<file path="config.mk">
export PLATFORM = sky130hd
export DESIGN_NAME = fcf_ctrl
export DESIGN_NICKNAME = d
export VERILOG_FILES = /design/src/fcf_pkg.sv /design/src/fcf_ctrl.sv /design/src/fcf_sync.sv
export SDC_FILE = /design/constraint.sdc
export NUM_CORES = 1
export LEC_CHECK = 0
export ABC_AREA = 1
export ABC_CLOCK_PERIOD_IN_PS = 6100
export BUFFER_PORTS_ARGS = -buffer_cell sky130_fd_sc_hd__buf_2
export CAP_MARGIN = 20
export CORE_ASPECT_RATIO = 0.8
export CORE_MARGIN = 2
export CORE_UTILIZATION = 50
export CTS_CLUSTER_SIZE = 40
export DETAILED_ROUTE_END_ITERATION = 8
export PLACE_DENSITY_LB_ADDON = 0.3
export SETUP_SLACK_MARGIN = 0.3
export SYNTH_ARGS = -nofsm -noshare
export SYNTH_HDL_FRONTEND = slang
export SYNTH_HIERARCHICAL = 1
export SYNTH_SLANG_ARGS = --single-unit
</file>
<file path="constraint.sdc">
create_clock -name core_clk_i -period 6.1 [get_ports core_clk_i]
set_clock_uncertainty 0.15 [all_clocks]
set_input_delay 1.22 -clock core_clk_i [delete_from_list [all_inputs] [get_ports core_clk_i]]
set_output_delay 1.22 -clock core_clk_i [all_outputs]
set_load 0.02 [all_outputs]
</file>
<file path="src/fcf_pkg.sv">
// shared constants and types for the flash command front-end host controller
package fcf_pkg;
  // ==========================================================
  // clock and pin timing
  localparam int CLK_MHZ  = 100;
  localparam int T_WP_NS  = 50;   // write strobe low time
  localparam int T_ACC_NS = 100;  // read access time
  localparam int T_RP_NS  = 500;  // hardware clear pulse width
  localparam int T_RH_NS  = 200;  // recovery after hardware clear
  localparam logic [7:0] WP_CYC  = 8'((T_WP_NS * CLK_MHZ + 999) / 1000);
  localparam logic [7:0] ACC_CYC = 8'((T_ACC_NS * CLK_MHZ + 999) / 1000 + 2);
  localparam logic [7:0] RP_CYC  = 8'((T_RP_NS * CLK_MHZ + 999) / 1000);
  localparam logic [7:0] RH_CYC  = 8'((T_RH_NS * CLK_MHZ + 999) / 1000);

  // ==========================================================
  // register map (byte offsets) and fields
  localparam logic [7:0] REG_CTRL  = 8'h00;
  localparam logic [7:0] REG_CMD   = 8'h04;
  localparam logic [7:0] REG_ADDR  = 8'h08;
  localparam logic [7:0] REG_WDATA = 8'h0c;
  localparam logic [7:0] REG_STAT  = 8'h10;
  localparam logic [7:0] REG_RDATA = 8'h14;
  localparam logic [7:0] REG_PROT  = 8'h18;
  localparam int CTRL_BYTE = 0;   // byte-wide addressing of id offsets
  localparam int CTRL_TUNP = 1;   // temporary unprotect on clear pin
  localparam int CTRL_AUTO = 2;   // automatic reset on timeout flag
  localparam int CMD_OP_LSB = 0;  // [2:0] operation
  localparam int CMD_SEL_LSB = 3; // [4:3] id selector
  localparam int CMD_HV = 5;      // high-voltage id method
  localparam int CMD_SIDX_LSB = 6;// [10:6] sector index
  localparam int STAT_BUSY = 0;
  localparam int STAT_IDM  = 1;
  localparam int STAT_ERR  = 2;
  localparam int STAT_SUP  = 3;
  localparam int STAT_TMO  = 4;
  localparam logic [2:0] CTRL_RST = 3'h0;
  localparam int NSECT = 19;

  // ==========================================================
  // command codes and device addresses
  localparam logic [19:0] UNL1_W = 20'h00555;
  localparam logic [19:0] UNL2_W = 20'h002aa;
  localparam logic [19:0] UNL1_B = 20'h00aaa;
  localparam logic [19:0] UNL2_B = 20'h00555;
  localparam logic [15:0] DAT_UNL1 = 16'h00aa;
  localparam logic [15:0] DAT_UNL2 = 16'h0055;
  localparam logic [15:0] DAT_IDENT = 16'h0090;
  localparam logic [15:0] DAT_RESET = 16'h00f0;
  localparam logic [15:0] DAT_UNPROT = 16'h0060;
  localparam logic [19:0] ID_OFS_MASK = 20'h000ff;
  localparam logic [19:0] ID_MAKER = 20'h00000;
  localparam logic [19:0] ID_PART_W = 20'h00001;
  localparam logic [19:0] ID_PART_B = 20'h00002;
  localparam logic [19:0] ID_PROT_W = 20'h00002;
  localparam logic [19:0] ID_PROT_B = 20'h00004;
  localparam logic [19:0] HV_A6 = 20'h00040;
  localparam logic [19:0] HV_A1 = 20'h00002;
  localparam logic [19:0] HV_A0 = 20'h00001;
  localparam int TMO_BIT = 5;     // timeout flag bit of the low data byte

  typedef enum logic [2:0] {
    OP_READ = 3'h0, OP_WRITE = 3'h1, OP_RESET = 3'h2, OP_IDENT = 3'h3,
    OP_IDREAD = 3'h4, OP_HWRST = 3'h5, OP_UNPROT = 3'h6, OP_NONE = 3'h7
  } fcf_op_t;
  typedef enum logic [1:0] {SEL_MAKER = 2'h0, SEL_PART = 2'h1, SEL_PROT = 2'h2, SEL_RSV = 2'h3} fcf_sel_t;
endpackage

</file>
<file path="src/fcf_ctrl.sv">
// host controller driving the flash command front end from wishbone registers
//
// Overview of operation
// RULE_01 - high-voltage id read: only A6, A1, A0 set, others zero.
// RULE_02 - protection verify: sector on upper bits, A1 high, A0 low.
// RULE_03 - same id data read in-system after the identify command sequence.
// RULE_04 - device refuses program or erase in locked sectors.
// RULE_05 - sectors are delivered unprotected.
// RULE_06 - unprotect only after every sector is known locked.
// RULE_07 - elevated clear pin temporarily unlocks protected sectors.
// RULE_08 - below supply threshold no write cycle is issued; the code checks supply only at command launch, not for the timeout auto reset.
// RULE_09 - write only with chip enable and strobe low, output enable high.
// RULE_10 - power-up leaves strobe and chip enable high, no command.
// RULE_11 - only defined address and data command sequences are sent.
// RULE_12 - address stable across later falling edge, data past first rise.
// RULE_13 - device starts and returns to read-array state by itself.
// RULE_14 - erase-suspended sectors read status, others array data.
// RULE_15 - host sends reset on timeout flag or to leave id mode.
// RULE_16 - reset command is accepted at any address.
// RULE_17 - reset between erase cycles aborts; ignored once erasing.
// RULE_18 - reset between program cycles aborts; ignored once programming.
// RULE_19 - only the reset command leaves identification mode.
// RULE_20 - timeout flag high: reset command returns to read array.
// RULE_21 - id offsets: maker 0, part 1 or 2, protection 2 or 4.
// RULE_22 - clear pin low ends everything; outputs float for its duration.
// RULE_23 - host keeps one protection bit per sector from verify reads.
//
// The Wishbone slave port and the address map were chosen for this implementation.
`timescale 1ns/1ps
module fcf_ctrl
  import fcf_pkg::*;
(
  input  wire logic        core_clk_i,
  input  wire logic        resetn_i,
  input  wire logic        wb_cyc_i,
  input  wire logic        wb_stb_i,
  input  wire logic        wb_we_i,
  input  wire logic [7:0]  wb_adr_i,
  input  wire logic [3:0]  wb_sel_i,
  input  wire logic [31:0] wb_dat_i,
  output logic      [31:0] wb_dat_o,
  output logic             wb_ack_o,
  output logic      [19:0] flash_addr_o,
  output logic      [15:0] flash_dq_o,
  output logic             flash_dq_oe_o,
  input  wire logic [15:0] flash_dq_i,
  output logic             flash_ce_n_o,
  output logic             flash_oe_n_o,
  output logic             flash_we_n_o,
  output logic             flash_clear_n_o,
  output logic             flash_clear_hv_o,
  output logic             flash_id_hv_o,
  output logic             flash_word_mode_o,
  input  wire logic        supply_ok_i
);
  import fcf_pkg::*;

  typedef enum logic [7:0] {
    ST_IDLE = 8'h01, ST_WSET = 8'h02, ST_WLOW = 8'h04, ST_WHOLD = 8'h08,
    ST_RSET = 8'h10, ST_RWAIT = 8'h20, ST_CLR = 8'h40, ST_REC = 8'h80
  } fcf_st_t;

  typedef struct packed {
    fcf_st_t     st;
    fcf_op_t     op;
    logic [1:0]  stp;
    logic [7:0]  cnt;
    logic [2:0]  ctrl;
    logic [19:0] addr;
    logic [15:0] wdata;
    logic [15:0] rdata;
    logic [18:0] prot;
    fcf_sel_t    sel;
    logic        hv;
    logic [4:0]  sidx;
    logic        idm;
    logic        err;
    logic        tmo;
    logic [19:0] fa;
    logic [15:0] fd;
    logic        dq_oe;
    logic        ce_n;
    logic        oe_n;
    logic        we_n;
    logic        clr_n;
    logic        a_hv;
    logic        ack;
    logic [31:0] dat;
    logic        chv;
    logic        wm;
  } fcf_state_t;

  fcf_state_t  q;
  fcf_state_t  d;
  logic [15:0] dq_s;
  logic        sup_s;

  // ==========================================================
  // pin inputs crossing into the core clock
  fcf_sync #(.W(17)) u_sync (
    .core_clk_i (core_clk_i),
    .resetn_i   (resetn_i),
    .async_i    ({supply_ok_i, flash_dq_i}),
    .sync_o     ({sup_s, dq_s})
  );

  // ==========================================================
  // command sequences
  // number of write cycles an operation needs
  function automatic logic [1:0] seq_len(input fcf_op_t op);
    unique case (op)
      OP_WRITE, OP_RESET, OP_UNPROT: seq_len = 2'd1;
      OP_IDENT:                      seq_len = 2'd3;
      default:                       seq_len = 2'd0;
    endcase
  endfunction

  // address of write cycle stp; unlock pair is width dependent
  function automatic logic [19:0] seq_addr(input fcf_op_t op, input logic [1:0] stp,
                                           input logic bm, input logic [19:0] a);
    seq_addr = a;
    if (op == OP_IDENT) begin
      seq_addr = (stp == 2'd1) ? (bm ? UNL2_B : UNL2_W) : (bm ? UNL1_B : UNL1_W); // RULE_11
    end else if (op == OP_RESET) begin
      seq_addr = '0; // RULE_16
    end else if (op == OP_UNPROT) begin
      seq_addr = (a & ~ID_OFS_MASK) | HV_A6 | HV_A1;
    end
  endfunction

  function automatic logic [15:0] seq_data(input fcf_op_t op, input logic [1:0] stp,
                                           input logic [15:0] w);
    unique case (op)
      OP_IDENT:  seq_data = (stp == 2'd0) ? DAT_UNL1 : ((stp == 2'd1) ? DAT_UNL2 : DAT_IDENT);
      OP_RESET:  seq_data = DAT_RESET;
      OP_UNPROT: seq_data = DAT_UNPROT;
      default:   seq_data = w;
    endcase
  endfunction

  // address for an id read by either method
  function automatic logic [19:0] id_addr(input fcf_sel_t s, input logic hv,
                                          input logic bm, input logic [19:0] a);
    logic [19:0] sect;
    sect = a & ~ID_OFS_MASK;
    if (hv) begin
      // RULE_01 only A6, A1 and A0 matter; A6 stays low
      unique case (s)
        SEL_PART: id_addr = HV_A0;
        SEL_PROT: id_addr = sect | HV_A1; // RULE_02
        default:  id_addr = ID_MAKER;
      endcase
    end else begin
      unique case (s) // RULE_21
        SEL_PART: id_addr = bm ? ID_PART_B : ID_PART_W;
        SEL_PROT: id_addr = sect | (bm ? ID_PROT_B : ID_PROT_W);
        default:  id_addr = ID_MAKER;
      endcase
    end
  endfunction

  // ==========================================================
  // next-state logic: bus slave and pin sequencer
  always_comb begin
    logic    wr;
    logic    rd;
    logic    start;
    fcf_op_t nop;
    wr    = 1'b0;
    rd    = 1'b0;
    start = 1'b0;
    nop   = fcf_op_t'(wb_dat_i[CMD_OP_LSB +: 3]);
    d     = q;
    d.ack = wb_cyc_i & wb_stb_i & ~q.ack;
    wr    = d.ack & wb_we_i;
    rd    = d.ack & ~wb_we_i;
    d.dat = '0;
    // register reads; unmapped offsets read zero
    if (rd) begin
      unique case (wb_adr_i)
        REG_CTRL:  d.dat = {29'h0, q.ctrl};
        REG_ADDR:  d.dat = {12'h0, q.addr};
        REG_WDATA: d.dat = {16'h0, q.wdata};
        REG_STAT:  d.dat = {27'h0, q.tmo, sup_s, q.err, q.idm, q.st != ST_IDLE};
        REG_RDATA: d.dat = {16'h0, q.rdata};
        REG_PROT:  d.dat = {13'h0, q.prot};
        default:   d.dat = '0;
      endcase
    end
    // register writes; sel lane 0 alone gates every field, whatever its width
    if (wr && wb_sel_i[0]) begin
      unique case (wb_adr_i)
        REG_CTRL:  d.ctrl = wb_dat_i[2:0];
        REG_ADDR:  d.addr = wb_dat_i[19:0];
        REG_WDATA: d.wdata = wb_dat_i[15:0];
        REG_PROT:  d.prot = wb_dat_i[18:0];
        REG_CMD:   start = 1'b1;
        default:   ;
      endcase
    end
    // command launch; busy or refused commands set the error flag
    if (start) begin
      d.err = 1'b0;
      if (q.st != ST_IDLE || nop == OP_NONE) begin
        d.err = 1'b1;
      end else if (!sup_s && nop != OP_HWRST) begin
        d.err = 1'b1; // RULE_08
      end else if (nop == OP_UNPROT && !(&q.prot)) begin
        d.err = 1'b1; // RULE_06
      end else if (nop == OP_IDREAD && !wb_dat_i[CMD_HV] && !q.idm) begin
        d.err = 1'b1; // RULE_03
      end else begin
        d.op   = nop;
        d.sel  = fcf_sel_t'(wb_dat_i[CMD_SEL_LSB +: 2]);
        d.hv   = wb_dat_i[CMD_HV];
        d.sidx = wb_dat_i[CMD_SIDX_LSB +: 5];
        d.stp  = '0;
        if (nop == OP_HWRST) begin
          d.st = ST_CLR;
          d.cnt = RP_CYC + 8'd1;
        end else if (seq_len(nop) != 2'd0) begin
          d.st = ST_WSET;
        end else begin
          d.st = ST_RSET;
        end
      end
    end
    // pin sequencer
    unique case (q.st)
      // idle keeps whatever the command launch chose
      ST_IDLE: ;
      ST_WSET: begin
        // address and data settle with output enable high
        d.fa    = seq_addr(q.op, q.stp, q.ctrl[CTRL_BYTE], q.addr);
        d.fd    = seq_data(q.op, q.stp, q.wdata);
        d.dq_oe = 1'b1;
        d.oe_n  = 1'b1;
        d.st    = ST_WLOW;
        d.cnt   = WP_CYC + 8'd1; // one extra count so the strobe stays low the full time
      end
      ST_WLOW: begin
        d.ce_n = 1'b0; // RULE_09
        d.we_n = 1'b0;
        d.cnt  = q.cnt - 8'd1;
        if (q.cnt == 8'd1) begin
          d.we_n = 1'b1; // RULE_12
          d.ce_n = 1'b1;
          d.st   = ST_WHOLD;
        end
      end
      ST_WHOLD: begin
        // data held one cycle past the rising strobes
        d.stp = q.stp + 2'd1;
        if (q.stp + 2'd1 < seq_len(q.op)) begin
          d.st = ST_WSET;
        end else begin
          d.st    = ST_IDLE;
          d.dq_oe = 1'b0;
          if (q.op == OP_IDENT) begin
            d.idm = 1'b1;
          end
          if (q.op == OP_RESET) begin
            d.idm = 1'b0; // RULE_19
            d.tmo = 1'b0;
          end
        end
      end
      ST_RSET: begin
        d.fa    = (q.op == OP_IDREAD) ? id_addr(q.sel, q.hv, q.ctrl[CTRL_BYTE], q.addr) : q.addr;
        d.a_hv  = (q.op == OP_IDREAD) && q.hv;
        d.dq_oe = 1'b0;
        d.st    = ST_RWAIT;
        d.cnt   = ACC_CYC + 8'd1;
      end
      ST_RWAIT: begin
        d.ce_n = 1'b0;
        d.oe_n = 1'b0;
        d.cnt  = q.cnt - 8'd1;
        if (q.cnt == 8'd1) begin
          d.ce_n  = 1'b1;
          d.oe_n  = 1'b1;
          d.a_hv  = 1'b0;
          d.rdata = dq_s;
          d.st    = ST_IDLE;
          if (q.op == OP_IDREAD && q.sel == SEL_PROT && q.sidx < 5'(NSECT)) begin
            d.prot[q.sidx] = dq_s[0]; // RULE_23
          end
          if (q.op == OP_READ && dq_s[TMO_BIT]) begin
            d.tmo = 1'b1;
            if (q.ctrl[CTRL_AUTO]) begin
              d.op  = OP_RESET; // RULE_15 RULE_20
              d.stp = '0;
              d.st  = ST_WSET;
            end
          end
        end
      end
      ST_CLR: begin
        // everything else released while the clear pin is low
        d.clr_n = 1'b0; // RULE_22
        d.ce_n  = 1'b1;
        d.oe_n  = 1'b1;
        d.we_n  = 1'b1;
        d.dq_oe = 1'b0;
        d.a_hv  = 1'b0;
        d.idm   = 1'b0;
        d.cnt   = q.cnt - 8'd1;
        if (q.cnt == 8'd1) begin
          d.clr_n = 1'b1;
          d.st    = ST_REC;
          d.cnt   = RH_CYC;
        end
      end
      ST_REC: begin
        d.cnt = q.cnt - 8'd1;
        if (q.cnt == 8'd1) begin
          d.st = ST_IDLE;
        end
      end
      default: begin
        d.st = ST_IDLE;
      end
    endcase
    // pin levels taken from the next state so both leave a flip-flop
    d.chv = d.a_hv ? 1'b0 : (d.ctrl[CTRL_TUNP] | (d.op == OP_UNPROT && d.st != ST_IDLE)); // RULE_07
    d.wm  = ~d.ctrl[CTRL_BYTE];
  end

  // ==========================================================
  // state register; reset leaves every strobe high
  always_ff @(posedge core_clk_i or negedge resetn_i) begin
    if (!resetn_i) begin
      q       <= '0;
      q.st    <= ST_IDLE;
      q.op    <= OP_NONE;
      q.ctrl  <= CTRL_RST;
      q.ce_n  <= 1'b1; // RULE_10
      q.oe_n  <= 1'b1;
      q.we_n  <= 1'b1;
      q.clr_n <= 1'b1;
      q.wm    <= 1'b1;
    end else begin
      q <= d;
    end
  end

  // ==========================================================
  // outputs straight from the state register
  assign wb_dat_o          = q.dat;
  assign wb_ack_o          = q.ack;
  assign flash_addr_o      = q.fa;
  assign flash_dq_o        = q.fd;
  assign flash_dq_oe_o     = q.dq_oe;
  assign flash_ce_n_o      = q.ce_n;
  assign flash_oe_n_o      = q.oe_n;
  assign flash_we_n_o      = q.we_n;
  assign flash_clear_n_o   = q.clr_n;
  assign flash_word_mode_o = q.wm;
  // elevated clear pin for temporary unprotect or the unprotect cycle
  assign flash_clear_hv_o  = q.chv; // RULE_07
  assign flash_id_hv_o     = q.a_hv;

  logic cmd_wr;
  assign cmd_wr = wb_cyc_i & wb_stb_i & wb_we_i & ~q.ack & wb_sel_i[0] & (wb_adr_i == REG_CMD);
endmodule

</file>
<file path="src/fcf_sync.sv">
// two-stage synchroniser for pin inputs
`timescale 1ns/1ps
module fcf_sync #(
  parameter int W = 17
) (
  input  wire logic         core_clk_i,
  input  wire logic         resetn_i,
  input  wire logic [W-1:0] async_i,
  output logic      [W-1:0] sync_o
);
  logic [W-1:0] meta_q;
  logic [W-1:0] sync_q;

  // ==========================================================
  // first stage feeds only the second
  always_ff @(posedge core_clk_i or negedge resetn_i) begin
    if (!resetn_i) begin
      meta_q <= '0;
      sync_q <= '0;
    end else begin
      meta_q <= async_i;
      sync_q <= meta_q;
    end
  end
  assign sync_o = sync_q;
endmodule

</file>
After elaboration in Yosys (flattened, before gate mapping)
Index checks and enable logic that the tools add are counted.
{"block": "word_totals", "reg_bits": 217, "inputBits": 66, "output_inout_bits": 77}
{"block": "classes", "n_addsub": 2, "magnitude_cmp": 4, "eq_ne": 43, "mux": 84, "bitwise_logic": 13, "reduce_logical": 44}
{"cell": "case mux 20 bit (2 select lines)", "count": 3}
{"cell": "case mux 20 bit (6 select lines)", "count": 1}
{"cell": "2-to-1 mux 21 bit", "count": 5}
{"cell": "2-to-1 mux 20 bit", "count": 5}
{"cell": "2-to-1 mux 19 bit", "count": 5}
{"cell": "2-to-1 mux 8 bit", "count": 8}
{"cell": "case mux 8 bit (8 select lines)", "count": 1}
{"cell": "case mux 16 bit (3 select lines)", "count": 1}
{"cell": "2-to-1 mux 38 bit", "count": 1}
{"cell": "== test 8 x 5 -> 1 bit (second input constant)", "count": 4}
{"cell": "2-to-1 mux 32 bit", "count": 1}
{"cell": "case mux 8 bit (4 select lines)", "count": 1}
{"cell": "2-to-1 mux 13 bit", "count": 2}
{"cell": "== test 8 x 4 -> 1 bit (second input constant)", "count": 3}
{"cell": "2-to-1 mux 12 bit", "count": 2}
{"cell": "2-to-1 mux 2 bit", "count": 11}
{"cell": "== test 3 bit (second input constant)", "count": 7}
{"cell": "inequality test 5 x 2 -> 1 bit (second input constant)", "count": 4}
{"cell": "OR 20 x 3 -> 20 bit", "count": 1}
{"cell": "bitwise mux 19 bit", "count": 1}
{"cell": "AND reduction 19 bit", "count": 1}
{"cell": "2-to-1 mux 1 bit", "count": 18}
{"cell": "== test 8 x 1 -> 1 bit (second input constant)", "count": 2}
{"cell": "== test 8 x 3 -> 1 bit (second input constant)", "count": 2}
{"cell": "other kinds (44)", "count": 100}

Depth between registers and ports, before layout
{"block": "depth", "word_depth": 25, "mapped_depth": 15}

By module
The synthesis kept the hierarchy.
{"module": "fcf_ctrl", "instances": 1, "cells_each": 1072, "area_each_um2": 8770.9, "seq_area_each_um2": 4290.4}
{"module": "fcf_sync", "instances": 1, "cells_each": 34, "area_each_um2": 850.8, "seq_area_each_um2": 850.8}

Worst setup path after synthesis
No wires, ideal clock.
{"block": "synth_timing", "path_type": "input to register", "from": "input wb_adr_i[6]", "to": "register q[96] (netlist name)", "setup_time_ns": 0.135, "arrival_ns": 2.404, "setup_slack_ns": 3.411, "cell_stages": 12, "path_buffers": 2, "cell_sequence": "inv_1 -> nand3_1 -> nor2_4 -> nand2_1 -> inv_2 -> nand2_1 -> buf_2 -> buf_2 -> nand2_1 -> o21ai_0 -> nand2_1 -> o21ai_0"}
{"item": "start, declared", "line_no": "fcf_ctrl.sv:38", "source": "input wire logic [7:0] wb_adr_i,"}
{"item": "end, declared", "line_no": "fcf_ctrl.sv:93", "source": "fcf_state_t q;"}

Worst setup path after layout
{"block": "layout_timing", "from": "input wb_adr_i[1]", "to": "register q[128] (netlist name)"}
{"block": "layout_between", "elab_chain_len": 2}
{"item": "== test 8 x 4 -> 1 bit", "line_no": "fcf_ctrl.sv:192", "source": "unique case (wb_adr_i)"}
{"item": "AND reduction 2 bit (no source line)"}
No other way between the ends.
A chain may end at the register's enable or synchronous reset.

==> flow_metrics.env <==
export IMPL_syn_area_per_cell_um2=8.700
export IMPL_syn_cell_area_mm2=0.009622
export IMPL_ant_nets=0
export IMPL_insertion_delay_ps=500
export IMPL_track_usage_pct=23.83
export IMPL_start_util_pct=50.86
export IMPL_antennaDiodeCount=0
export IMPL_final_max_slew_viol_count=0
export IMPL_async_flop_share_pct=100.0
export IMPL_worst_slack_ps=2799
export IMPL_drc=0
export IMPL_die_height_um=128.1
export IMPL_outcome="finished clean"
export IMPL_syn2layout_area_growth_pct=12.07
export IMPL_period_share_pct=54.11
export IMPL_nFillCells=1761
export IMPL_power_leakage_nw=5.522
export IMPL_nNetsFinal=1237
export IMPL_yosysMostFrequentCell="nand2_1"
export IMPL_startpoint_type="primary input"
export IMPL_gp_congestion=0.9333
export IMPL_grt_pass1_wl_mm=38.31
export IMPL_antenna_found_initial=0
export IMPL_numCtsBuffers=22
export IMPL_cp_max_fo=32
export IMPL_maxCapViolCount=0
export IMPL_synth_common_cells="nand2_1 (317), dfrtp_1 (196), o21ai_0 (97), inv_1 (92), nor2_1 (75)"
export IMPL_post_dp_hpwl_mm=17.18
export IMPL_hold_viol_final=0
export IMPL_drt_iter0_drc=722
export IMPL_r2r_slack_ps=3150
export IMPL_arrival_ps=3550
export IMPL_grt_overflow=0
export IMPL_hold_buffers=0
export IMPL_ir_drop_v=0.0001908
export IMPL_finalWirelength_mm=23.93
export IMPL_via_per_inst=5.281
export IMPL_cts_sinks=205
export IMPL_port_buffers=115
export IMPL_die_w_um=159.1
export IMPL_relSlewSlack_pct=31.03
export IMPL_place_area_mm2=0.009953
export IMPL_setup_tns_final_ps=0
export IMPL_dp_slack_ps=2107
export IMPL_worstSetupEndpointType="flop"
export IMPL_cts_htree_levels=1
export IMPL_cts_root_buffer="clkbuf_16"
export IMPL_wl_per_cell_um=16.66
export IMPL_synth_distinct_cells=56
export IMPL_tritoncts="done"
export IMPL_ys_ff_latch=205
export IMPL_power_density_mw_per_mm2=276.4
export IMPL_tightest_slew_ps=1032
export IMPL_clk_pin_slew_ps=70
export IMPL_synth_flop_cell="dfrtp_1"
export IMPL_crit_required_ps=6350
export IMPL_drive_above_1_share_pct=18.34
export IMPL_setup_viol=0
export IMPL_post_route_min_period_ps=3301
export IMPL_grt_pass1_vias=7005
export IMPL_core_mm2=0.01892
export IMPL_post_cts_resized=0
export IMPL_die_area_mm2=0.02038
export IMPL_finalInstanceArea_mm2=0.01078
export IMPL_yosysWarnings=6
export IMPL_post_cts_setup_buffers=0
export IMPL_rsz0062_at_grt="false"
export IMPL_synth_top_area_cell="dfrtp_1"
export IMPL_synth_area_leaders="dfrtp_1 (51%), nand2_1 (12%), buf_4 (5.3%), o21ai_0 (5.0%), inv_1 (3.6%)"
export IMPL_holdCritPathClass="flop to flop"
export IMPL_worstSetupPathType="primary input to flop"
export IMPL_cts_buffer_depth=3
export IMPL_rows=45
export IMPL_synth_enable_flop_cells=0
export IMPL_clock_fmax_mhz=302.9
export IMPL_io_pins=143
export IMPL_seq_area_frac_synth_pct=53.43
export IMPL_yosysTopAreaCellShare_pct=50.98
export IMPL_vias=7583
export IMPL_firstDrtPassIters=7
export IMPL_synthCells=1106
export IMPL_grt_max_degree=111
[where the power goes]
group / internal [mW] / switching [mW] / leakage [nW]
clock network: 0.897 / 0.535 / 0.396
registers: 1.38 / 0.0151 / 2.60
logic: 0.0420 / 0.107 / 2.52
total: 2.32 / 0.657 / 5.52
[worst paths after layout]
check | start | cells after the start | endpoint
setup / recovery | wb_adr_i[1] | 9 | q[128]
hold / removal | u_sync/meta_q[12] | 0 | u_sync/sync_o[12]
setup reg to reg | q[173] | 15 | flash_clear_hv_o
hold reg to reg | u_sync/meta_q[12] | 0 | u_sync/sync_o[12]
max in group asynchronous | resetn_i | 2 | wb_dat_o[3]
min in group asynchronous | resetn_i | 1 | u_sync/meta_q[16]
[kinds of logic (layout without fill, tap and decap cells)]
kind of cell | Yosys count | after routing | share of synthesized area [%]
adders and majority gates | 9 | 9 | 1.170
buffers and inverters | 208 | 269 | 11.01
DFF | 205 | 205 | 53.43
other | 1 | 12 | 0.03897
muxes | 1 | 1 | 0.1170
AOI/OAI and AO/OA | 196 | 196 | 11.68
xor gates and xnor gates | 3 | 3 | 0.2731
and+or+nand+nor | 483 | 483 | 22.28
[sequential cells by signal, summed over array words and instances (netlist names)]
name,cells
flash_dq_o,16
flash_oe_n_o,1
wb_dat_o,20
q,106
flash_we_n_o,1
flash_clear_hv_o,1
u_sync/sync_o,17
u_sync/meta_q,17
flash_dq_oe_o,1
flash_id_hv_o,1
flash_word_mode_o,1
wb_ack_o,1
flash_clear_n_o,1
flash_addr_o,20
flash_ce_n_o,1
[layout by cell type (no fill, tap or decap), drive strengths merged, types with 4 or more instances in the layout]
master  count
a21oi      38
a31oi      10
a41oi      10
buf       120
clkbuf     31
clkinv      8
conb       12
dfrtp     196
dfstp       9
ha          9
inv       105
nand2     324
nand3      42
nand4      15
nor2       86
nor3        8
nor4        4
o211ai      5
o21ai     109
o31ai       4
[stage by stage]
step	utilization (%)	total power, mW	hold slack (ps)	instances
floorplan	-	1.506	181.2	1117
global placement	52.61	1.568	183.3	1395
detailed placement	52.61	1.572	184.7	1395
CTS	56.85	3.005	197.9	1435
global route	57.00	3.079	204.9	1436
finish	57.00	2.980	196.2	1436
[critical path, stage by stage]
cell      delay, ps
buf_2            80
inv_1            40
nand2_1         110
nor2_1           60
nand3_1         170
clkinv_1        570
nand2_1        1010
nand2_1         140
o21ai_0         120
[area by class of cell]
class / instances / area (µm²) / share of cell area, %
flip-flops and latches: 205 / 5141 / 47.68
multi-input cells: 704 / 3462 / 32.11
clock buffers: 30 / 671.9 / 6.231
repair buffers: 121 / 649.4 / 6.022
inverters: 108 / 405.4 / 3.760
well taps: 258 / 322.8 / 2.994
clock inverters: 10 / 130.1 / 1.207
[metal layers]
| metal | GRT usage, % | vias up | wire (µm) |
|---|---|---|---|
| met5 | 0 | - | 0 |
| met4 | 6.471 | 0 | 550 |
| met3 | 4.206 | 42 | 2438 |
| met2 | 32.53 | 349 | 9492 |
| met1 | 38.61 | 3567 | 11450 |
| li1 | - | 3625 | - |
Power figures use the tool's default switching activity.
